`src/tape_xport_map.vh`:
```
// Register offsets, field positions, reset values and timing constants of the tape transport interface
`ifndef TAPE_XPORT_MAP_VH
`define TAPE_XPORT_MAP_VH
`define ADDR_CMD 4'h0
`define ADDR_STAT 4'h1
`define ADDR_WDATA 4'h2
`define ADDR_RDATA 4'h3
`define ADDR_IRQ_STAT 4'h4
`define ADDR_IRQ_MASK 4'h5
`define ADDR_CFG 4'h6
`define CMD_UNIT_HI 2
`define CMD_UNIT_LO 0
`define CMD_DUMP 4
`define CMD_OP_HI 8
`define CMD_OP_LO 6
`define CMD_DEN_HI 11
`define CMD_DEN_LO 10
`define OP_NOOP 3'h0
`define OP_REWIND 3'h1
`define OP_READ 3'h2
`define OP_CMP 3'h3
`define OP_WRITE 3'h4
`define OP_WEOF 3'h5
`define OP_SPFWD 3'h6
`define OP_SPREV 3'h7
`define DEN_800_9 2'h3
`define CMD_RESET 12'h000
`define MASK_RESET 8'h00
`define EV_DONE 0
`define EV_ILLEGAL 1
`define EV_CMP_ERR 2
`define EV_EOT 3
`define EV_BOT 4
`define EV_WREQ 5
`define EV_RDATA 6
`define EV_DUMP_ERR 7
`define EV_W 8
`define CLK_MHZ 125
`define READ_STOP_US 3600
`define WRITE_STOP_US 4500
`define READ_STOP_CYC ((`READ_STOP_US * `CLK_MHZ))
`define WRITE_STOP_CYC ((`WRITE_STOP_US * `CLK_MHZ))
`define CNT_W 20
`define PULSE_DIV 8'hff
`endif

```
`src/tape_xport.v`:
```
// Tape transport interface: transport selection, character formats, motion sequencing and shutdown delays
`timescale 1ns/100ps
`include "tape_xport_map.vh"
//
// Operation
// - Selected unit's track count sets seven- or nine-track character handling.
// - Nine-track compare ignores tape parity and memory word bits 8 to 11.
// - Core dump mode needs a nine-track unit and command bit 4.
// - Core dump writes each word as two six-bit characters on seven tracks.
// - Writing asserts forward motion and write enable, one record pulse per character.
// - Spacing and reading drive motion only, no write enable, no record pulses.
// - Transport always returns read data; end of record ends the operation.
// - Seven-track allows 200, 556, 800 bpi; nine-track only 800 bpi.
// - Seven-track: six data bits plus parity; nine-track: eight plus parity.
// - Local motion runs until reset, going online, BOT on reverse or rewind, or EOT going forward.
// - Offline enables local controls; online acts only when selected.
// - Ready only with vacuum on, settle done and no motion.
// - Missing write ring reports write lock and blocks writing.
// - Shutdown delay 3.6 ms after read or compare, about 4.5 ms after write.
// - Unit selected by matching its unit number to the command unit field.
// - Write to a write-locked unit is rejected as illegal command.
module tape_xport #(
  parameter READ_STOP = `READ_STOP_CYC,
  parameter WRITE_STOP = `WRITE_STOP_CYC
)(
  input wire mclk,
  input wire rst,
  input wire [3:0] addr,
  input wire [11:0] wdata,
  input wire wr,
  input wire rd,
  output reg [11:0] rdata_ff,
  output wire irq,
  input wire [23:0] unit_num,
  input wire [7:0] nine_track,
  input wire [7:0] vacuum_on,
  input wire [7:0] settled,
  input wire [7:0] ring_present,
  input wire [7:0] online,
  input wire [7:0] at_bot,
  input wire [7:0] at_eot,
  input wire [7:0] panel_fwd,
  input wire [7:0] panel_rev,
  input wire [7:0] panel_rewind,
  input wire [7:0] panel_reset,
  input wire [8:0] read_char,
  input wire read_strobe,
  input wire end_of_record,
  output reg [7:0] forward_motion_ff,
  output reg [7:0] backward_motion_ff,
  output reg [7:0] rewind_ff,
  output reg [7:0] write_enable_ff,
  output reg [7:0] record_pulse_ff,
  output reg [8:0] write_char_ff,
  output reg [1:0] density_ff,
  output wire [7:0] ready,
  output wire [7:0] write_lock
);
  localparam ST_IDLE = 2'h0;
  localparam ST_RUN = 2'h1;
  localparam ST_STOP = 2'h2;

  reg [11:0] cmd_ff;
  reg [11:0] wword_ff;
  reg wfull_ff;
  reg [11:0] rword_ff;
  reg [1:0] st_ff;
  reg [`CNT_W-1:0] cnt_ff;
  reg half_ff;
  reg [7:0] pdiv_ff;
  reg [8:0] istat_ff;
  reg [8:0] imask_ff;
  reg [7:0] lmove_ff;
  reg [7:0] lfwd_ff;
  reg [7:0] lrev_ff;
  reg [7:0] lrew_ff;
  reg [7:0] s1_ff [0:11];
  reg [7:0] s2_ff [0:11];
  reg [10:0] rs1_ff;
  reg [10:0] rs2_ff;
  reg rs3_ff;
  reg eor3_ff;
  reg [8:0] nxt_ev;

  wire [7:0] p_nine = s2_ff[0];
  wire [7:0] p_vac = s2_ff[1];
  wire [7:0] p_set = s2_ff[2];
  wire [7:0] p_ring = s2_ff[3];
  wire [7:0] p_onl = s2_ff[4];
  wire [7:0] p_bot = s2_ff[5];
  wire [7:0] p_eot = s2_ff[6];
  wire [7:0] p_fwd = s2_ff[7];
  wire [7:0] p_rev = s2_ff[8];
  wire [7:0] p_rew = s2_ff[9];
  wire [7:0] p_rst = s2_ff[10];
  wire [8:0] r_char = rs2_ff[8:0];
  wire r_stb = rs2_ff[9] & ~rs3_ff;
  wire r_eor = rs2_ff[10] & ~eor3_ff;

  wire [2:0] cmd_unit = cmd_ff[`CMD_UNIT_HI:`CMD_UNIT_LO];
  wire [2:0] cmd_op = cmd_ff[`CMD_OP_HI:`CMD_OP_LO];
  wire [1:0] cmd_den = cmd_ff[`CMD_DEN_HI:`CMD_DEN_LO];
  wire [7:0] sel_vec;
  wire [7:0] new_sel;
  wire [7:0] moving = forward_motion_ff | backward_motion_ff | rewind_ff;
  wire any_sel = |sel_vec;
  wire sel_nine = |(sel_vec & p_nine);
  wire sel_lock = |(sel_vec & write_lock);
  wire sel_ready = |(sel_vec & ready);
  wire sel_bot = |(sel_vec & p_bot);
  wire sel_eot = |(sel_vec & p_eot);
  wire dump = cmd_ff[`CMD_DUMP] & sel_nine;
  wire narrow = ~sel_nine | dump;
  wire is_write = (cmd_op == `OP_WRITE) | (cmd_op == `OP_WEOF);
  wire is_cmp = cmd_op == `OP_CMP;
  wire is_rev = (cmd_op == `OP_SPREV) | (cmd_op == `OP_REWIND);
  wire den_bad = sel_nine ? (cmd_den != `DEN_800_9) : (cmd_den == `DEN_800_9);
  wire start = wr & (addr == `ADDR_CMD);
  wire bad_dump = wdata[`CMD_DUMP] & ~|(new_sel & p_nine);
  wire pulse_tick = pdiv_ff == `PULSE_DIV;
  wire [11:0] nine_cmp_mask = 12'h0ff;

  genvar g;
  generate
    for (g = 0; g < 8; g = g + 1)
    begin : unit
      assign sel_vec[g] = (unit_num[3*g+2:3*g] == cmd_unit) & p_onl[g];
      assign new_sel[g] = (unit_num[3*g+2:3*g] == wdata[`CMD_UNIT_HI:`CMD_UNIT_LO]) & p_onl[g];
      assign ready[g] = p_vac[g] & p_set[g] & ~moving[g];
      assign write_lock[g] = ~p_ring[g];
      always @(posedge mclk or posedge rst)
      begin
        if (rst)
        begin
          lfwd_ff[g] <= 1'b0;
          lrev_ff[g] <= 1'b0;
          lrew_ff[g] <= 1'b0;
        end
        else if (p_onl[g] | p_rst[g])
        begin
          lfwd_ff[g] <= 1'b0;
          lrev_ff[g] <= 1'b0;
          lrew_ff[g] <= 1'b0;
        end
        else
        begin
          lfwd_ff[g] <= (lfwd_ff[g] | p_fwd[g]) & ~p_eot[g];
          lrev_ff[g] <= (lrev_ff[g] | p_rev[g]) & ~p_bot[g];
          lrew_ff[g] <= (lrew_ff[g] | p_rew[g]) & ~p_bot[g];
        end
      end
    end
    for (g = 0; g < 12; g = g + 1)
    begin : sync
      always @(posedge mclk or posedge rst)
      begin
        if (rst)
        begin
          s1_ff[g] <= 8'h00;
          s2_ff[g] <= 8'h00;
        end
        else
        begin
          s1_ff[g] <= (g == 0) ? nine_track : (g == 1) ? vacuum_on : (g == 2) ? settled :
            (g == 3) ? ring_present : (g == 4) ? online : (g == 5) ? at_bot : (g == 6) ? at_eot :
            (g == 7) ? panel_fwd : (g == 8) ? panel_rev : (g == 9) ? panel_rewind :
            (g == 10) ? panel_reset : 8'h00;
          s2_ff[g] <= s1_ff[g];
        end
      end
    end
  endgenerate

  always @*
  begin
    nxt_ev = 9'h000;
    if (start & (bad_dump | (st_ff != ST_IDLE)))
      nxt_ev[`EV_ILLEGAL] = 1'b1;
    if (bad_dump & start)
      nxt_ev[`EV_DUMP_ERR] = 1'b1;
    if ((st_ff == ST_STOP) & (cnt_ff == {`CNT_W{1'b0}}))
      nxt_ev[`EV_DONE] = 1'b1;
    if ((st_ff == ST_IDLE) & (cmd_op != `OP_NOOP) & (~any_sel | ~sel_ready | den_bad | (is_write & sel_lock) |
      (is_rev & sel_bot)) & lmove_ff[0])
      nxt_ev[`EV_ILLEGAL] = 1'b1;
    if ((st_ff == ST_RUN) & r_stb & is_cmp & ~is_write)
      if (narrow ? (r_char[5:0] != (half_ff ? wword_ff[5:0] : wword_ff[11:6])) :
        ((r_char[7:0] & nine_cmp_mask[7:0]) != wword_ff[7:0]))
        nxt_ev[`EV_CMP_ERR] = 1'b1;
    if ((st_ff == ST_RUN) & sel_eot & ~is_rev)
      nxt_ev[`EV_EOT] = 1'b1;
    if ((st_ff == ST_RUN) & sel_bot & is_rev)
      nxt_ev[`EV_BOT] = 1'b1;
    if ((st_ff == ST_RUN) & is_write & ~wfull_ff)
      nxt_ev[`EV_WREQ] = 1'b1;
    if ((st_ff == ST_RUN) & r_stb & ~is_write & (~narrow | half_ff))
      nxt_ev[`EV_RDATA] = 1'b1;
  end

  always @(posedge mclk or posedge rst)
  begin
    if (rst)
    begin
      cmd_ff <= `CMD_RESET;
      wword_ff <= 12'h000;
      wfull_ff <= 1'b0;
      rword_ff <= 12'h000;
      st_ff <= ST_IDLE;
      cnt_ff <= {`CNT_W{1'b0}};
      half_ff <= 1'b0;
      pdiv_ff <= 8'h00;
      istat_ff <= 9'h000;
      imask_ff <= {1'b0, `MASK_RESET};
      lmove_ff <= 8'h00;
      rs1_ff <= 11'h000;
      rs2_ff <= 11'h000;
      rs3_ff <= 1'b0;
      eor3_ff <= 1'b0;
      forward_motion_ff <= 8'h00;
      backward_motion_ff <= 8'h00;
      rewind_ff <= 8'h00;
      write_enable_ff <= 8'h00;
      record_pulse_ff <= 8'h00;
      write_char_ff <= 9'h000;
      density_ff <= 2'h0;
      rdata_ff <= 12'h000;
    end
    else
    begin
      rs1_ff <= {end_of_record, read_strobe, read_char};
      rs2_ff <= rs1_ff;
      rs3_ff <= rs2_ff[9];
      eor3_ff <= rs2_ff[10];
      pdiv_ff <= pulse_tick ? 8'h00 : pdiv_ff + 8'h01;
      record_pulse_ff <= 8'h00;
      lmove_ff <= {7'h00, 1'b0};
      istat_ff <= (istat_ff & ~((wr & (addr == `ADDR_IRQ_STAT)) ? wdata[8:0] : 9'h000)) | nxt_ev;
      if (wr & (addr == `ADDR_IRQ_MASK))
        imask_ff <= wdata[8:0];
      if (wr & (addr == `ADDR_WDATA))
      begin
        wword_ff <= wdata;
        wfull_ff <= 1'b1;
        half_ff <= 1'b0;
      end
      if (start & (st_ff == ST_IDLE) & ~bad_dump)
      begin
        cmd_ff <= wdata;
        lmove_ff <= 8'h01;
      end
      density_ff <= cmd_den;
      rdata_ff <= 12'h000;
      if (rd)
        case (addr)
          `ADDR_CMD: rdata_ff <= cmd_ff;
          `ADDR_STAT: rdata_ff <= {1'b0, dump, sel_nine, sel_lock, sel_ready, sel_bot, sel_eot, any_sel, 2'h0, st_ff};
          `ADDR_RDATA: rdata_ff <= rword_ff;
          `ADDR_IRQ_STAT: rdata_ff <= {3'h0, istat_ff};
          `ADDR_IRQ_MASK: rdata_ff <= {3'h0, imask_ff};
          default: rdata_ff <= 12'h000;
        endcase
      case (st_ff)
        ST_IDLE:
        begin
          forward_motion_ff <= lfwd_ff;
          backward_motion_ff <= lrev_ff;
          rewind_ff <= lrew_ff;
          write_enable_ff <= 8'h00;
          if (lmove_ff[0] & (cmd_op != `OP_NOOP) & any_sel & sel_ready & ~den_bad & ~(is_write & sel_lock) &
            ~(is_rev & sel_bot))
          begin
            st_ff <= ST_RUN;
            half_ff <= 1'b0;
            forward_motion_ff <= lfwd_ff | (is_rev ? 8'h00 : sel_vec);
            backward_motion_ff <= lrev_ff | ((cmd_op == `OP_SPREV) ? sel_vec : 8'h00);
            rewind_ff <= lrew_ff | ((cmd_op == `OP_REWIND) ? sel_vec : 8'h00);
            write_enable_ff <= is_write ? sel_vec : 8'h00;
          end
        end
        ST_RUN:
        begin
          if (is_write & wfull_ff & pulse_tick)
          begin
            record_pulse_ff <= sel_vec;
            if (narrow)
            begin
              write_char_ff <= {2'h0, ~^(half_ff ? wword_ff[5:0] : wword_ff[11:6]),
                half_ff ? wword_ff[5:0] : wword_ff[11:6]};
              half_ff <= ~half_ff;
              wfull_ff <= ~half_ff;
            end
            else
            begin
              write_char_ff <= {~^wword_ff[7:0], wword_ff[7:0]};
              wfull_ff <= 1'b0;
            end
          end
          if (r_stb & ~is_write)
          begin
            if (narrow)
            begin
              rword_ff <= half_ff ? {rword_ff[11:6], r_char[5:0]} : {r_char[5:0], 6'h00};
              half_ff <= ~half_ff;
            end
            else
              rword_ff <= {4'h0, r_char[7:0]};
          end
          if (r_eor | (is_rev & sel_bot) | ((cmd_op == `OP_REWIND) & sel_bot))
          begin
            st_ff <= ST_STOP;
            cnt_ff <= is_write ? WRITE_STOP[`CNT_W-1:0] : READ_STOP[`CNT_W-1:0];
          end
        end
        ST_STOP:
        begin
          write_enable_ff <= 8'h00;
          if (cnt_ff == {`CNT_W{1'b0}})
          begin
            st_ff <= ST_IDLE;
            forward_motion_ff <= 8'h00;
            backward_motion_ff <= 8'h00;
            rewind_ff <= 8'h00;
          end
          else
            cnt_ff <= cnt_ff - {{(`CNT_W-1){1'b0}}, 1'b1};
        end
        default: st_ff <= ST_IDLE;
      endcase
    end
  end

  assign irq = |(istat_ff & imask_ff);
endmodule

```
`config.mk`:
```
export PLATFORM = sky130hd
export DESIGN_NAME = tape_xport
export DESIGN_NICKNAME = d
export VERILOG_FILES = /design/src/tape_xport.v
export VERILOG_INCLUDE_DIRS = /design/src
export SDC_FILE = /design/constraint.sdc
export NUM_CORES = 1
export LEC_CHECK = 0
export ABC_AREA = 1
export BUFFER_PORTS_ARGS = -buffer_cell sky130_fd_sc_hd__buf_4
export CAP_MARGIN = 10
export CORE_MARGIN = 5
export CORE_UTILIZATION = 40
export CTS_CLUSTER_DIAMETER = 60
export CTS_CLUSTER_SIZE = 16
export DETAILED_ROUTE_END_ITERATION = 8
export GPL_ROUTABILITY_DRIVEN = 0
export PLACE_DENSITY = 0.62
export SYNTH_ARGS = -nofsm -noshare
export SYNTH_HDL_FRONTEND = slang
export SYNTH_SLANG_ARGS = --single-unit
```
`constraint.sdc`:
```
create_clock -name mclk -period 20.4 [get_ports mclk]
set_input_delay 2.04 -clock mclk [delete_from_list [all_inputs] [get_ports mclk]]
set_output_delay 2.04 -clock mclk [all_outputs]
set_load 0.1 [all_outputs]
```
# Word-level counts from Yosys, hierarchy flattened
# Cells that the tools add are included.
# totals
out_inout_bits,80
inputBits,143
register_bits,374
wordCells,412
# op_classes
bitwise,199
mux,79
n_eq_ne,38
reduce_logical,24
addsub,2
# ops
op,count
8-bit 2-to-1 mux,12
1-bit bitwise AND,95
8-bit case mux with 2 select lines,4
20-bit 2-to-1 mux,3
12-bit case mux with 5 select lines,1
8-bit OR reduction,7
8-bit bitwise AND,6
3-bit == test,16
1-bit 2-to-1 mux,47
1-bit NOT,46
1-bit OR,43
8-bit OR,5
20-bit case mux with 2 select lines,1
12-bit 2-to-1 mux,3
20-bit logical NOT,1
"20-bit by 1-bit subtractor with 20-bit output, second input constant",1
9-bit bitwise AND,2
9-bit 2-to-1 mux,2
"3-bit == test, second input constant",3
9-bit NOT,1
9-bit by 8-bit OR with 9-bit output,1
3-bit AND reduction,3
9-bit OR reduction,1
"8-bit by 1-bit adder with 8-bit output, second input constant",1
other kinds (24),37

# Depth between registers and ports, before layout
# logic_depth
ltp_word,15
ltp_mapped,18
depth_no_buf,16

# Worst setup path before layout
# Ideal clock, no wire load.
# synth_path
path_kind,register -> output
startpoint,register backward_motion_ff[1]
endpoint,output ready[1]
path_stages_with_launch,2
required_ps,18360
arrival_ps,3850
path_buffers,0
setup_slack_ps,14510
path_cell_list,dfrtp_1 > nor4_1
# synth_via
elab_chain_cells,4
# synth_lines
item,line,rtl
start: declaration,tape_xport.v:50,"output reg [7:0] backward_motion_ff,"
start signal: assignment,tape_xport.v:266,backward_motion_ff <= lrev_ff;
start signal: assignment,tape_xport.v:275,backward_motion_ff <= lrev_ff | ((cmd_op == `OP_SPREV) ? sel_vec : 8'h00);
8-bit OR (2 in series),tape_xport.v:105,wire [7:0] moving = forward_motion_ff | backward_motion_ff | rewind_ff;
1-bit NOT,tape_xport.v:129,assign ready[g] = p_vac[g] & p_set[g] & ~moving[g];
1-bit bitwise AND,tape_xport.v:129,
end: declaration,tape_xport.v:56,"output wire [7:0] ready,"
# Every way passes these cells.

# Final worst setup path
# layout_path
startpoint,register forward_motion_ff[2]
endpoint,output ready[2]
# layout_via
elab_chain_cells,4
# layout_lines
item,line,rtl
start: declaration,tape_xport.v:49,"output reg [7:0] forward_motion_ff,"
start signal: assignment,tape_xport.v:265,forward_motion_ff <= lfwd_ff;
start signal: assignment,tape_xport.v:274,forward_motion_ff <= lfwd_ff | (is_rev ? 8'h00 : sel_vec);
8-bit OR (2 in series),tape_xport.v:105,
1-bit NOT,tape_xport.v:129,
1-bit bitwise AND,tape_xport.v:129,
# Every way passes these cells.

==> impl_results.md <==
- Status: finished, final reports clean
- Post-synth top area cell: dfrtp_1
- First-pass GRT wire length: between 60 and 70 mm
- Worst setup margin: approximately 16 ns
- Synth Warn #: 0
- Pre-CTS WS: roughly 16 ns
- Final Hold Fails: 0
- Final worst path period share: approximately a fifth
- Worst path depth: 2
- Crit start category: register
- Max Cap Violations: 0
- Ys async rst share: 100%
- Cell Area, Placed: 0.0169 mm2
- Hpwl dp: 29.4 mm
- Vias per cell: roughly 5
- Synth Instances: about 1500
- Die outline area: slightly above 0.04 mm2
- DIE HEIGHT: approximately 200 um
- Antenna viol nets, final: 0
- WP buf/inv: 1
- Total power: ~1900 uW
- Seq/Total Area, Yosys: 62.9%
- Slew @ Worst Pin: roughly 1.1 ns
- Multi-input logic area: roughly 0.0046 mm2
- VDD IR max: 0.000102 V
- PwrDens: about 110 mW/mm2
- Hold Path Stages: 0
- Fillers: roughly 3300
- Area added between synthesis and finish: 21.7%
- Maximum fanout along the worst path: 3
- CORE AREA: ~0.037 mm2
- Setup crit end kind: primary output
- # diodes: 0
- RSZ-0062 raised after global routing: false
- Setup-failing EPs final: 0
- Mapped Nets: around 1600
- Max Freq: 0.246 GHz
- Initial antenna violation count: 0
- Commonest non-fill, non-tap cell in the layout: nand2_1
- Drt first pass iters: 5
- Most area-consuming cells after synthesis: dfrtp_1, nand2_1, inv_1
- CP Class: register to primary output
- Cell area after layout: 0.0180 mm2
- Starting Density: approximately two fifths
- Crit-path leading delay family: simple AND/OR/NAND/NOR gates
- Skew final: between 0.02 and 0.03 ns
- Congestion Overflow GR: 0
- Clk Latency, worst-skew pair: 0.54 ns
- CTS tree: yes
- Dominant synthesized flop cell: dfrtp_1
- Crit-path cells: nor4_1, buf_4
- Synth Area per Inst: about 10 um2
- Avg WL per Cell: 18.0 um
- Clk sinks: between 300 and 400
- Detailed-route via count: between 10000 and 15000
- Clock-pin transition on the worst setup and hold timing paths: ~0.070 ns
- Die width: between 200 and 250 um
- Iter 0 DRT Violations: 824
- Final min period: roughly 4.1 ns
- Yosys top cell area share: about 63%
- Cell leakage power: between 0.008 and 0.009 uW
- Post-synth EDFFs: 0
- Post-synthesis cell type count: 53
- DRC violations left: 0
- Setup repair bufs after CTS: 0
- Worst stage delay on the critical path: around 0.64 ns
- Root Buffer: clkbuf_16
- Clk buf depth: 3
- I/O Buffers: around 220
- Crit path max-delay cell type: nor4_1
- Vias in the first global route: about 11000
- Layout cell share with drive strength beyond 1: a little over a fifth
- Post-cts gate resize count: 0
- Area of the mapped netlist: around 0.015 mm2
- Most frequent cells in the layout: nand2_1, dfrtp_1, buf_4
- Worst Hold Class: register to register
- CTS Hold Bufs: 0
- Top-level I/O count: 223
- Largest net degree at the start of global routing: 161
- CP arrival: between 2 and 2.5 ns
- Reg2reg path depth: 13
- Max transition margin: between 20% and 30%
- Final Max Slew Viols: 0
- TritonCTS buffer count: 34
- WP data required: about 18 ns
- Rows: 70
- Setup TNS: 0 ns
- GRT Overall Usage: between 10% and 20%
- Layout Nets: 1873
- #FFs+latches synth: between 300 and 400
- Drt total wl: slightly below 40 mm
- H-Tree Depth: 2
- Seq. cell area: about 0.0093 mm2
==> area by class of cell <==
cell class	count	area share [%]
sequential	372	51.7
multi-input combinational	922	25.8
timing repair buffer	226	9.50
clock buffer	37	4.91
inverter	172	3.66
tap	468	3.25
clock inverter	14	1.18
==> where the power goes <==
group	switching (uW)	internal (uW)	leakage (uW)
sequential	58.5	802	0.00454
combinational	298	121	0.00385
clock	279	366	0.000533
total	635	1290	0.00892
==> cells in the mapped netlist (12+ instances only) <==
master,number
nor2_1,148
nand3_1,59
nor3_1,12
dfrtp_1,372
nand2_2,14
nor2_4,17
o21ai_0,89
o22ai_1,17
xnor2_1,13
xor2_1,19
a21oi_1,32
nand3_2,20
nand2_1,373
o21ai_1,17
inv_1,158
==> worst register-to-register path, delay by kind of cell (launching register included) <==
family | cells | cell delay (ns)
simple gates | 12 | 1.96
flops | 1 | 1.02
compound gates | 1 | 0.09
==> logic make-up (layout without fill, tap and decap cells) <==
family          count (synthesis)  count (layout)  synth area share, %
simple gates                  685             685                 21.1
flops                         372             372                 62.9
buf+inv                       203             449                 5.87
compound gates                201             201                 7.93
xor+xnor                       32              32                 1.90
fa+ha+maj                       2               2                0.169
mux                             2               2                0.135
==> registers in the layout, summed over array words and instances, names as in the netlist, 10 cells and up <==
signal    count
s1_ff        88
cnt_ff       20
cmd_ff       12
rdata_ff     12
rword_ff     12
wword_ff     12
rs1_ff       10
rs2_ff       10
==> final timing paths <==
| kind | start | endpoint | slack, ns |
|---|---|---|---|
| max reg2reg | cmd_ff[0] | half_ff | 17.19 |
| max | forward_motion_ff[2] | ready[2] | 16.33 |
| min | s1_ff[56] | p_onl[0] | 0.34 |
| max in group asynchronous | rst | rs1_ff[7] | 17.15 |
| min in group asynchronous | rst | p_nine[1] | 1.70 |
| min reg2reg | s1_ff[56] | p_onl[0] | 0.34 |
==> stage by stage <==
step / util, % / std cells / hold WS, ns
after floorplan: - / 1497 / 0.331
after global placement: 46.3 / 2160 / 0.332
after detailed placement: 46.3 / 2160 / 0.335
after CTS: 49.3 / 2211 / 0.343
after global routing: 49.3 / 2211 / 0.350
final: 49.3 / 2211 / 0.340
==> metal layers <==
metal	global-route usage (%)	share of wire, %
met1	25.6	42
met2	32.5	48
met3	3.63	5.8
met4	7.69	3.8
met5	0	0
(Power assumes the default switching activity.)
